===== src/lntw_pkg.sv =====
// Package of constants and types for the single-wire bus transceiver control block
package lntw_pkg;

  // ----------------------------------------------------------------
  // Clock and timing
  // ----------------------------------------------------------------
  localparam int unsigned CLK_HZ            = 40_000_000;
  // Dominant timeout, in microseconds
  localparam int unsigned DOM_TIMEOUT_US    = 12_000;
  localparam int unsigned DOM_TIMEOUT_CYC   = (DOM_TIMEOUT_US * (CLK_HZ / 1_000_000));
  // Bus wake filter time, in microseconds
  localparam int unsigned BUS_WAKE_US       = 80;
  localparam int unsigned BUS_WAKE_CYC      = (BUS_WAKE_US * (CLK_HZ / 1_000_000));
  // Regulator ready delay after wake, in microseconds
  localparam int unsigned REG_READY_US      = 10;
  localparam int unsigned REG_READY_CYC     = (REG_READY_US * (CLK_HZ / 1_000_000));

  // ----------------------------------------------------------------
  // Mode encodings
  // ----------------------------------------------------------------
  localparam logic OP_SPI         = 1'b0;
  localparam logic OP_STANDALONE  = 1'b1;
  localparam logic WAKE_EDGE      = 1'b0;
  localparam logic WAKE_PROTOCOL  = 1'b1;
  localparam logic BUS_DOMINANT   = 1'b0;
  localparam logic BUS_RECESSIVE  = 1'b1;

  // Power state of the link (one-hot)
  typedef enum logic [3:0] {
    LNTW_SLEEP   = 4'b0001,
    LNTW_POWERUP = 4'b0010,
    LNTW_STANDBY = 4'b0100,
    LNTW_ACTIVE  = 4'b1000
  } lntw_state_t;

endpackage : lntw_pkg


===== src/lntw_link_ctrl.sv =====
// Control logic of a single-wire bus transceiver with wake and timeout
`timescale 1ns/1ps
`default_nettype none

module lntw_link_ctrl
  import lntw_pkg::*;
#(
  parameter int unsigned TIMEOUT_CYC = DOM_TIMEOUT_CYC,
  parameter int unsigned WAKE_CYC    = BUS_WAKE_CYC,
  parameter int unsigned READY_CYC   = REG_READY_CYC
) (
  input  wire logic clk,
  input  wire logic rstn,
  input  wire logic transmit_data_in,      // Pin; high recessive
  input  wire logic transmit_data_pulled,  // Pin is driven (0 means floating)
  input  wire logic bus_line_in,           // Sensed line level
  input  wire logic ignition_input,        // Pin
  input  wire logic wake_mode_select,      // 1 protocol, 0 edge
  input  wire logic transceiver_enable,    // Enable bit
  input  wire logic operating_mode_select, // 0 SPI, 1 standalone
  input  wire logic sleep_request,         // One-cycle go-to-sleep command
  output logic      bus_drive_low,         // Pull-down enable of line driver
  output logic      bus_pullup_strong,     // Normal pull-up; low means passive
  output logic      receive_data_out,
  output logic      awake,                 // Regulators and control running
  output logic      dominant_timeout       // Driver forced off by timeout
);

  localparam int TW = $clog2(TIMEOUT_CYC + 2);
  localparam int RW = $clog2(READY_CYC + 2);

  // ----------------------------------------------------------------
  // Input synchronisers
  // ----------------------------------------------------------------
  logic [1:0] tx_s_r, txp_s_r, bus_s_r, ign_s_r;
  logic       ign_last_r;

  always_ff @(posedge clk or negedge rstn) begin
    if (!rstn) begin
      tx_s_r     <= {2{BUS_RECESSIVE}};
      txp_s_r    <= 2'b00;
      bus_s_r    <= {2{BUS_RECESSIVE}};
      ign_s_r    <= 2'b00;
      ign_last_r <= 1'b0;
    end else begin
      tx_s_r     <= {tx_s_r[0], transmit_data_in};
      txp_s_r    <= {txp_s_r[0], transmit_data_pulled};
      bus_s_r    <= {bus_s_r[0], bus_line_in};
      ign_s_r    <= {ign_s_r[0], ignition_input};
      ign_last_r <= ign_s_r[1];
    end
  end

  logic tx_req, bus_lvl, ign_rise;
  // An undriven input counts as recessive, like a pull-up
  assign tx_req   = txp_s_r[1] ? tx_s_r[1] : BUS_RECESSIVE;
  assign bus_lvl  = bus_s_r[1];
  assign ign_rise = ign_s_r[1] && !ign_last_r;

  // ----------------------------------------------------------------
  // Wake filter, armed only in sleep; mode bit alone picks sequence
  // ----------------------------------------------------------------
  lntw_state_t state_r, state_nxt;
  logic        bus_wake;

  lntw_wake_filter #(
    .WAKE_CYC (WAKE_CYC)
  ) u_wake (
    .clk              (clk),
    .rstn             (rstn),
    .armed            (state_r == LNTW_SLEEP),
    .wake_mode_select (wake_mode_select),
    .bus_level        (bus_lvl),
    .wake_pulse       (bus_wake)
  );

  // ----------------------------------------------------------------
  // Power state machine
  // ----------------------------------------------------------------
  logic [RW-1:0] rdy_cnt_r, rdy_cnt_nxt;

  always_comb begin
    state_nxt   = state_r;
    rdy_cnt_nxt = '0;
    case (state_r)
      LNTW_SLEEP: begin
        if (bus_wake || ign_rise)
          state_nxt = LNTW_POWERUP;
      end
      LNTW_POWERUP: begin
        rdy_cnt_nxt = rdy_cnt_r + RW'(1);
        if (rdy_cnt_r == RW'(READY_CYC))
          // Enable already set goes straight to active
          state_nxt = transceiver_enable ? LNTW_ACTIVE : LNTW_STANDBY;
      end
      LNTW_STANDBY: begin
        if (sleep_request)
          state_nxt = LNTW_SLEEP;
        else if (transceiver_enable)
          state_nxt = LNTW_ACTIVE;
      end
      LNTW_ACTIVE: begin
        if (sleep_request)
          state_nxt = LNTW_SLEEP;
        else if (!transceiver_enable)
          state_nxt = LNTW_STANDBY;
      end
      default: state_nxt = LNTW_SLEEP;
    endcase
  end

  // Power-on state is awake so the controller comes up with the chip
  always_ff @(posedge clk or negedge rstn) begin
    if (!rstn) begin
      state_r   <= LNTW_POWERUP;
      rdy_cnt_r <= '0;
    end else begin
      state_r   <= state_nxt;
      rdy_cnt_r <= rdy_cnt_nxt;
    end
  end

  // ----------------------------------------------------------------
  // Dominant timeout
  // ----------------------------------------------------------------
  logic [TW-1:0] to_cnt_r, to_cnt_nxt;
  logic          to_hit_r, to_hit_nxt;
  logic          to_on;

  // Timer only runs in SPI mode with protocol wake and enable set
  assign to_on = (operating_mode_select == OP_SPI) &&
                 (wake_mode_select == WAKE_PROTOCOL) && transceiver_enable;

  always_comb begin
    to_cnt_nxt = to_cnt_r;
    to_hit_nxt = to_hit_r;
    if (state_r != LNTW_ACTIVE || !to_on || tx_req == BUS_RECESSIVE) begin
      // Recessive request restarts the period and clears the block
      to_cnt_nxt = '0;
      to_hit_nxt = 1'b0;
    end else if (to_cnt_r == TW'(TIMEOUT_CYC)) begin
      to_hit_nxt = 1'b1;
    end else begin
      to_cnt_nxt = to_cnt_r + TW'(1);
    end
  end

  always_ff @(posedge clk or negedge rstn) begin
    if (!rstn) begin
      to_cnt_r <= '0;
      to_hit_r <= 1'b0;
    end else begin
      to_cnt_r <= to_cnt_nxt;
      to_hit_r <= to_hit_nxt;
    end
  end

  // ----------------------------------------------------------------
  // Output registers
  // ----------------------------------------------------------------
  logic drv_nxt, pu_nxt, rx_nxt, awake_nxt;
  logic drv_r, pu_r, rx_r, awake_r, to_out_r;

  always_comb begin
    // Drive low only when active, requested dominant, not timed out
    drv_nxt   = (state_nxt == LNTW_ACTIVE) && (tx_req == BUS_DOMINANT) && !to_hit_nxt;
    // Passive line unless fully active: asleep in standby
    pu_nxt    = (state_nxt == LNTW_ACTIVE);
    // Receive mirrors the line when awake, low in sleep
    rx_nxt    = (state_nxt != LNTW_SLEEP) ? bus_lvl : 1'b0;
    awake_nxt = (state_nxt != LNTW_SLEEP);
  end

  always_ff @(posedge clk or negedge rstn) begin
    if (!rstn) begin
      drv_r    <= 1'b0;
      pu_r     <= 1'b0;
      rx_r     <= 1'b0;
      awake_r  <= 1'b0;
      to_out_r <= 1'b0;
    end else begin
      drv_r    <= drv_nxt;
      pu_r     <= pu_nxt;
      rx_r     <= rx_nxt;
      awake_r  <= awake_nxt;
      to_out_r <= to_hit_nxt;
    end
  end

  assign bus_drive_low     = drv_r;
  assign bus_pullup_strong = pu_r;
  assign receive_data_out  = rx_r;
  assign awake             = awake_r;
  assign dominant_timeout  = to_out_r;

  // ----------------------------------------------------------------
  // Assertions
  // ----------------------------------------------------------------
  AST_TIMEOUT_RELEASE: assert property (@(posedge clk) disable iff (!rstn)
    $rose(to_hit_r) |=> !drv_r)
    else $error("Driver not released after timeout");

  AST_TIMEOUT_GATED: assert property (@(posedge clk) disable iff (!rstn)
    !to_on |=> !to_hit_r)
    else $error("Timeout active while disabled");

  AST_TX_FOLLOW: assert property (@(posedge clk) disable iff (!rstn)
    (state_nxt == LNTW_ACTIVE && tx_req == BUS_DOMINANT && !to_hit_nxt) |=> drv_r)
    else $error("Dominant request not driven");

  AST_FLOAT_RECESSIVE: assert property (@(posedge clk) disable iff (!rstn)
    (!txp_s_r[1]) |=> !drv_r)
    else $error("Floating transmit drove the line");

  AST_RX_MIRROR: assert property (@(posedge clk) disable iff (!rstn)
    (state_nxt != LNTW_SLEEP) |=> (rx_r == $past(bus_lvl)))
    else $error("Receive output does not follow bus");

  AST_RX_SLEEP_LOW: assert property (@(posedge clk) disable iff (!rstn)
    (state_r == LNTW_SLEEP) |-> (!rx_r && !drv_r))
    else $error("Receive or driver active in sleep");

  AST_SLEEP_PASSIVE: assert property (@(posedge clk) disable iff (!rstn)
    (state_r == LNTW_SLEEP) |-> !pu_r)
    else $error("Line not passive in sleep");

  AST_STANDBY_IGNORE_TX: assert property (@(posedge clk) disable iff (!rstn)
    (state_r == LNTW_STANDBY && state_nxt == LNTW_STANDBY) |=> !drv_r)
    else $error("Transmit not ignored in standby");

  AST_IGN_WAKE: assert property (@(posedge clk) disable iff (!rstn)
    (state_r == LNTW_SLEEP && ign_rise) |=> (state_r == LNTW_POWERUP) ##1 awake_r)
    else $error("Ignition rise did not wake");

  AST_TO_RESTART: assert property (@(posedge clk) disable iff (!rstn)
    (tx_req == BUS_RECESSIVE) |=> (to_cnt_r == '0))
    else $error("Timeout counter not restarted");

endmodule : lntw_link_ctrl

`default_nettype wire


===== src/lntw_wake_filter.sv =====
// Bus wake filter that qualifies wake requests while asleep
`timescale 1ns/1ps
`default_nettype none

module lntw_wake_filter
  import lntw_pkg::*;
#(
  parameter int unsigned WAKE_CYC = BUS_WAKE_CYC
) (
  input  wire logic clk,
  input  wire logic rstn,
  input  wire logic armed,            // High while asleep
  input  wire logic wake_mode_select, // 1 protocol, 0 edge
  input  wire logic bus_level,        // Synchronised bus level
  output logic      wake_pulse        // One-cycle wake request
);

  localparam int CW = $clog2(WAKE_CYC + 2);

  logic [CW-1:0] cnt_r, cnt_nxt;
  logic          last_r, last_nxt;
  logic          qual_r, qual_nxt;  // Current level held long enough
  logic          wake_r, wake_nxt;
  logic          seen_r, seen_nxt;  // A change was seen since arming
  logic [CW-1:0] run_r, run_nxt;    // Cycles the level has held, for the check

  // ----------------------------------------------------------------
  // Next state
  // ----------------------------------------------------------------
  always_comb begin
    cnt_nxt  = cnt_r;
    last_nxt = bus_level;
    qual_nxt = qual_r;
    wake_nxt = 1'b0;
    seen_nxt = seen_r;
    // Check counter runs free of arming and of the filter's own state
    if (bus_level != last_r)
      run_nxt = '0;
    else if (run_r == CW'(WAKE_CYC))
      run_nxt = run_r;
    else
      run_nxt = run_r + CW'(1);
    if (!armed) begin
      cnt_nxt  = '0;
      qual_nxt = 1'b0;
      seen_nxt = 1'b0;
    end else if (bus_level != last_r) begin
      // Any change restarts the filter
      cnt_nxt  = '0;
      qual_nxt = 1'b0;
      seen_nxt = 1'b1;
      // Protocol wake fires on rise after qualified dominant
      if (wake_mode_select == WAKE_PROTOCOL && qual_r && bus_level == BUS_RECESSIVE)
        wake_nxt = 1'b1;
    end else if (!qual_r) begin
      if (cnt_r == CW'(WAKE_CYC)) begin
        qual_nxt = 1'b1;
        // Edge wake needs a real change, not a line left steady since sleep
        if (wake_mode_select == WAKE_EDGE && seen_r)
          wake_nxt = 1'b1;
      end else begin
        cnt_nxt = cnt_r + CW'(1);
      end
    end
  end

  // Registers
  always_ff @(posedge clk or negedge rstn) begin
    if (!rstn) begin
      cnt_r  <= '0;
      last_r <= BUS_RECESSIVE;
      qual_r <= 1'b0;
      wake_r <= 1'b0;
      seen_r <= 1'b0;
      run_r  <= '0;
    end else begin
      cnt_r  <= cnt_nxt;
      last_r <= last_nxt;
      qual_r <= qual_nxt;
      wake_r <= wake_nxt;
      seen_r <= seen_nxt;
      run_r  <= run_nxt;
    end
  end

  assign wake_pulse = wake_r;

  // Edge mode wakes only on a level held for the full filter time
  AST_EDGE_HELD: assert property (@(posedge clk) disable iff (!rstn)
    ($rose(wake_r) && $past(wake_mode_select) == WAKE_EDGE) |->
      ($past(run_r) == CW'(WAKE_CYC)))
    else $error("Edge wake without a held level");

endmodule : lntw_wake_filter

`default_nettype wire

===== config.mk =====
export PLATFORM = sky130hd
export DESIGN_NAME = lntw_link_ctrl
export DESIGN_NICKNAME = d
export VERILOG_FILES = /design/src/lntw_pkg.sv /design/src/lntw_link_ctrl.sv /design/src/lntw_wake_filter.sv
export SDC_FILE = /design/constraint.sdc
export NUM_CORES = 1
export LEC_CHECK = 0
export BUFFER_PORTS_ARGS = -buffer_cell sky130_fd_sc_hd__buf_2
export CAP_MARGIN = 20
export CORE_UTILIZATION = 55
export CTS_BUF_LIST = sky130_fd_sc_hd__clkbuf_8
export DETAILED_ROUTE_END_ITERATION = 10
export HOLD_SLACK_MARGIN = 0.03
export PLACE_DENSITY = 0.74
export SYNTH_ARGS = -nofsm -noshare
export SYNTH_HDL_FRONTEND = slang
export SYNTH_HIERARCHICAL = 1
export SYNTH_SLANG_ARGS = --single-unit

===== constraint.sdc =====
create_clock -name clk -period 2.34 [get_ports clk]
set_input_delay 0.351 -clock clk [delete_from_list [all_inputs] [get_ports clk]]
set_output_delay 0.351 -clock clk [all_outputs]
set_load 0.02 [all_outputs]

Yosys cells after proc, flatten, opt, wreduce, memory -nomap -nowiden --
Index checks and enable logic that the tools add are counted. W data, S select, Z words.
Word-level totals: word-level logic and storage cells 85, register bits 62
Operators by class: eq/ne operators 15, bitwise operators 3, reductions and logical operators 15, multiplexer cells 31, add/sub/neg operators 3
Operators with widths (count):
- $mux W12 | 4
- $mux W19 | 2
- $mux W4 | 7
- $add A19 B1 Y19 const B | 1
- $eq A19 B19 Y1 const B | 1
- $mux W1 | 16
- $pmux W4 S4 | 1
- $add A12 B1 Y12 const B | 1
- $eq A12 B12 Y1 const B | 1
- $add A9 B1 Y9 const B | 1
- $eq A9 B9 Y1 const B | 1
- $mux W9 | 1
- $eq A4 B4 Y1 const B | 2
- $logic_and A1 B1 Y1 | 8
- $ne A3 B3 Y1 const B | 2
- $eq A4 B1 Y1 const B | 1
- $eq A4 B2 Y1 const B | 1
- $eq A4 B3 Y1 const B | 1
- $ne A2 B2 Y1 const B | 2
- $ne A4 B1 Y1 const B | 1
- $ne A4 B4 Y1 const B | 1
- $logic_not A1 Y1 | 3
- $logic_or A1 B1 Y1 | 3
- $not A1 Y1 | 3
- other kinds (2) | 2

Logic depth before layout (Yosys ltp) --
depth after elaboration 9, depth in mapped cells 7, mapped depth without buffers 7

By module --
Netlist, hierarchy kept.
Modules (own cells, without submodules):
- lntw_link_ctrl | times used 1, area each 1984.4 um^2, cells each 182
- lntw_wake_filter | times used 1, area each 818.3 um^2, cells each 83

Worst setup path after synthesis --
Ideal clock, no wire load.
path type reg2reg, start point register to_cnt_r[0], end point register drv_r, in the netlist bus_drive_low, arrival time 1.794 ns, data required time 2.219 ns, setup time 0.121 ns, path slack 0.424 ns, clock period less this slack 1.916 ns, stages on the path, launching flop included 8, cells stage by stage dfrtp_1 -> inv_1 -> ha_1 -> nor4bb_1 -> nand3_1 -> nor3_1 -> o21ba_2 -> and4bb_2
On the way: word-level cells in the longest chain between the ends 5
RTL lines:
- from (decl) | line lntw_link_ctrl.sv:126 | logic [TW-1:0] to_cnt_r, to_cnt_nxt;
- from (signal assigned) | line lntw_link_ctrl.sv:153 | to_cnt_r <= to_cnt_nxt;
- $eq A19 B19 Y1 | line lntw_link_ctrl.sv:141 | end else if (to_cnt_r == TW'(TIMEOUT_CYC)) begin
- $mux W1 | line lntw_link_ctrl.sv:141
- $mux W1 | line lntw_link_ctrl.sv:137 | if (state_r != LNTW_ACTIVE || !to_on || tx_req == BUS_RECESSIVE) begin
- net to_hit_nxt | line lntw_link_ctrl.sv:127 | logic to_hit_r, to_hit_nxt;
- $logic_not A1 Y1 | line lntw_link_ctrl.sv:166 | drv_nxt = (state_nxt == LNTW_ACTIVE) && (tx_req == BUS_DOMINANT) && !to_hit_nxt;
- $logic_and A1 B1 Y1 | line lntw_link_ctrl.sv:166
- net drv_nxt | line lntw_link_ctrl.sv:161 | logic drv_nxt, pu_nxt, rx_nxt, awake_nxt;
- to (signal assigned) | line lntw_link_ctrl.sv:182 | drv_r <= drv_nxt;
- to (decl) | line lntw_link_ctrl.sv:162 | logic drv_r, pu_r, rx_r, awake_r, to_out_r;
The timed path passes the listed nets, and every way through them passes these cells. A chain may end at the register's enable or synchronous reset.

Worst setup path in the final report --
start point register rdy_cnt_r[0], end point register drv_r, in the netlist bus_drive_low
On the way: word-level cells in the longest chain between the ends 6
RTL lines:
- from (decl) | line lntw_link_ctrl.sv:80 | logic [RW-1:0] rdy_cnt_r, rdy_cnt_nxt;
- from (signal assigned) | line lntw_link_ctrl.sv:119 | rdy_cnt_r <= rdy_cnt_nxt;
- $eq A9 B9 Y1 | line lntw_link_ctrl.sv:92 | if (rdy_cnt_r == RW'(READY_CYC))
- $mux W4 | line lntw_link_ctrl.sv:92
- $pmux W4 S4 | line lntw_link_ctrl.sv:85 | case (state_r)
- net state_nxt[3] | line lntw_link_ctrl.sv:63 | lntw_state_t state_r, state_nxt;
- $eq A4 B4 Y1 | line lntw_link_ctrl.sv:166
- $logic_and A1 B1 Y1 (2 in a row) | line lntw_link_ctrl.sv:166
- net drv_nxt | line lntw_link_ctrl.sv:161
The timed path passes the listed nets, and every way through them passes these cells.

==> flow_summary.yaml <==
worst_setup_path:
  cp_slowest_cell: "dfrtp_1"
  critical_path_class: "reg -> reg"
  worstPathCellList: "inv_1 > ha_1 > or4b_1 > nor4_1 > o2bb2ai_1 > and2_2 > and4bb_2"
  ff2ff_path_depth: 7
  r2r_slack_ns: 0.35
  startpoint: "rdy_cnt_r[0]$_DFF_PN0_"
  startpoint_type: "flip-flop"
  reg2reg_to: "bus_drive_low$_DFF_PN0_"
  end_kind: "flip-flop"
  cp.arrival_ns: 2.26
  cpPeakStageDelay_ns: 0.42
  crit_fanout: 5
  rr_startpoint: "rdy_cnt_r[0]$_DFF_PN0_"
  worstPathRequired_ns: 2.61
  critPathCapture: "bus_drive_low$_DFF_PN0_"
routing:
  antenna_left: 0
  viasPerCell: 5.32
  first_iter_violations: 88
  routed_wl_um: 4790
  post-route-drc-count: 0
  drt_pass1_iterations: 4
  wl_per_cell_um: 13.2
  vias: 1932
timing:
  worst_pin_slew_ns: 0.447
  period_share_pct: 84.8
  maxSlewHeadroom_pct: 69.8
  fin_hold_ws_ns: 0.115
  maxSlewViolCount: 0
  rsz0062_at_grt: "no"
  finalClockSkew_ns: 0.0113
  period_minus_slack_ns: 1.99
  setup_violations: 0
  max_freq_mhz: 504
  tns_ns: 0
  hold_viol: 0
place:
  postPlaceCellArea_um2: 2980
  gp_congestion: 0.789
  io_buffers: 14
  dpl.hpwl_um: 3210
die:
  die-area_um2: 5390
  rows: 25
  core_area_um2: 4820
  die_y_um: 73.4
  fp.dieW_um: 73.4
  initial_core_util_pct: 58.2
  io_pins: 15
final_layout:
  layout_common_cells: "dfrtp_1, nor2_1, xor2_1"
  nFillCells: 418
  final_util_pct: 66.2
  final-seq-area_um2: 1560
  drive_gt1_share_pct: 15.2
  fin_nets: 307
  multi_input_area_um2: 1180
  fin_area_um2: 3190
  final_common_cell: "dfrtp_1"
  synthToLayoutAreaGrowth_pct: 13.8
  antennaDiodeCount: 0
yosys:
  avgSynthCellArea_um2: 10.6
  synth_flop_cell: "dfrtp_1"
  synth.distinct_cells: 39
  yosysSeqAreaShare_pct: 55.6
  synth_area_um2: 2800
  synth-edff-count: 0
  synth-seq-cells: 62
  yosysWarnings: 6
  synth_nets: 281
  synthCells: 265
  ys_async_sr_fraction_pct: 100
global_route:
  antenna_found_initial: 0
  grt_pass1_vias: 1881
  grt_pass1_wl_um: 8360
  grt_start_max_net_pins: 63
  overflow: 0
  globalRouteTotalUtil_pct: 21.1
status:
  status: "finished clean"
clocking:
  clockBufferDepth: 2
  post_cts_buffers: 0
  numCtsBuffers: 9
  clock_latency_ns: 0.33
  clk_pin_slew_ns: 0.07
  cts_resized: 0
  cts_hold_buf: 1
  cts_tree: "done"
  cts_root_buf: "clkbuf_8"
  cts_sinks: 62
  cts.htree.levels: 3
worst_hold_path:
  hold_class: "in -> reg"
power:
  ir_drop_mv: 0.475
  p_leak_nw: 1.36
  p_per_area_nw_per_um2: 673
  finalPower_w: 0.00215
job:
  drv_cap: 0
## layout make-up
type / count / area share [%]
tap: 67 / 2.63
inverter: 12 / 1.41
clock buffer: 10 / 4.32
timing repair buffer: 19 / 3.85
multi-input combinational: 187 / 37.1
clock inverter: 6 / 1.77
sequential: 62 / 48.9
## critical path, delay by kind of cell (launching register included)
kind	cells	cell delay (ns)
AOI/OAI and AO/OA	1	0.19
DFF	1	0.42
buffers and inverters	1	0.08
adders and majority gates	1	0.13
and+or+nand+nor	4	1.10
## sequential cells by signal, summed over array words and instances, names as in the netlist
name               cells
awake                  1
bus_drive_low          1
bus_pullup_strong      1
bus_s_r                2
dominant_timeout       1
ign_last_r             1
ign_s_r                2
rdy_cnt_r              9
receive_data_out       1
state_r                4
to_cnt_r              19
tx_s_r                 2
txp_s_r                2
u_wake/cnt_r          12
u_wake/last_r          1
u_wake/qual_r          1
u_wake/seen_r          1
u_wake/wake_pulse      1
## logic make-up (layout without fill, tap and decap cells)
kind of cell               Yosys count  count (layout)  share of synthesized area, %
AOI/OAI and AO/OA                   17              17                          4.02
xor gates and xnor gates            34              34                          10.6
adders and majority gates            6               6                          2.68
buffers and inverters               16              47                          2.14
DFF                                 62              62                          55.6
muxes                                2               2                         0.714
and+or+nand+nor                    128             128                          24.2
## worst min path at each step
stage,start,endpoint,slack (ns),cells past startpoint
finish,transmit_data_in,tx_s_r[0]$_DFF_PN1_,0.11,1
global route,transmit_data_in,tx_s_r[0]$_DFF_PN1_,0.09,1
CTS,transmit_data_in,tx_s_r[0]$_DFF_PN1_,0.1,1
detailed placement,ign_s_r[0]$_DFF_PN0_,ign_s_r[1]$_DFF_PN0_,0.34,0
global placement,ign_s_r[0]$_DFF_PN0_,ign_s_r[1]$_DFF_PN0_,0.33,0
floorplan,rstn,awake$_DFF_PN0_,0.06,0
## per-stage QoR
| stage | std cells | worst slack [ns] |
|---|---|---|
| after detailed placement | 346 | 0.367 |
| after CTS | 363 | 0.331 |
| after global routing | 363 | 0.166 |
| final | 363 | 0.355 |
| after global placement | 346 | 0.390 |
| after floorplan | 265 | 0.424 |
## metal layers
layer  track usage, %  share of wire, %  up-vias
met3             5.90               2.8       10
met5                0                 0        -
met1             25.7                47      939
met4             10.5               2.3        0
li1                 -                 -      958
met2             34.5                48       25
## power breakdown
group	internal (W)	switching, W	total (W)
combinational	0.0000404	0.0000701	0.000110
clock	0.000511	0.000396	0.000908
sequential	0.00110	0.0000242	0.00113
total	0.00166	0.000491	0.00215
## synthesized netlist by cell type (2+ instances only)
cell       n  share of area, %
dfstp_2    6               5.6
nor3_1     5              0.89
inv_1     12               1.6
nor4_1     4              0.89
nand2_1   12               1.6
clkbuf_1   3              0.40
nand3b_1   2              0.54
o21ai_0    6               1.1
ha_1       6               2.7
nor4b_1    3              0.94
a311oi_1   2              0.63
nor2_1    46               6.2
xnor2_1   14               4.4
mux2i_1    2              0.71
nand3_1   16               2.9
a21oi_1    6               1.1
or3_1      4              0.89
nor3b_1    2              0.54
xor2_1    20               6.3
and3_1     5               1.1
nor2b_1    3              0.67
and2_1     4              0.89
dfrtp_1   56                50
nand4_1   11               2.5
(Power assumes the default switching activity.)
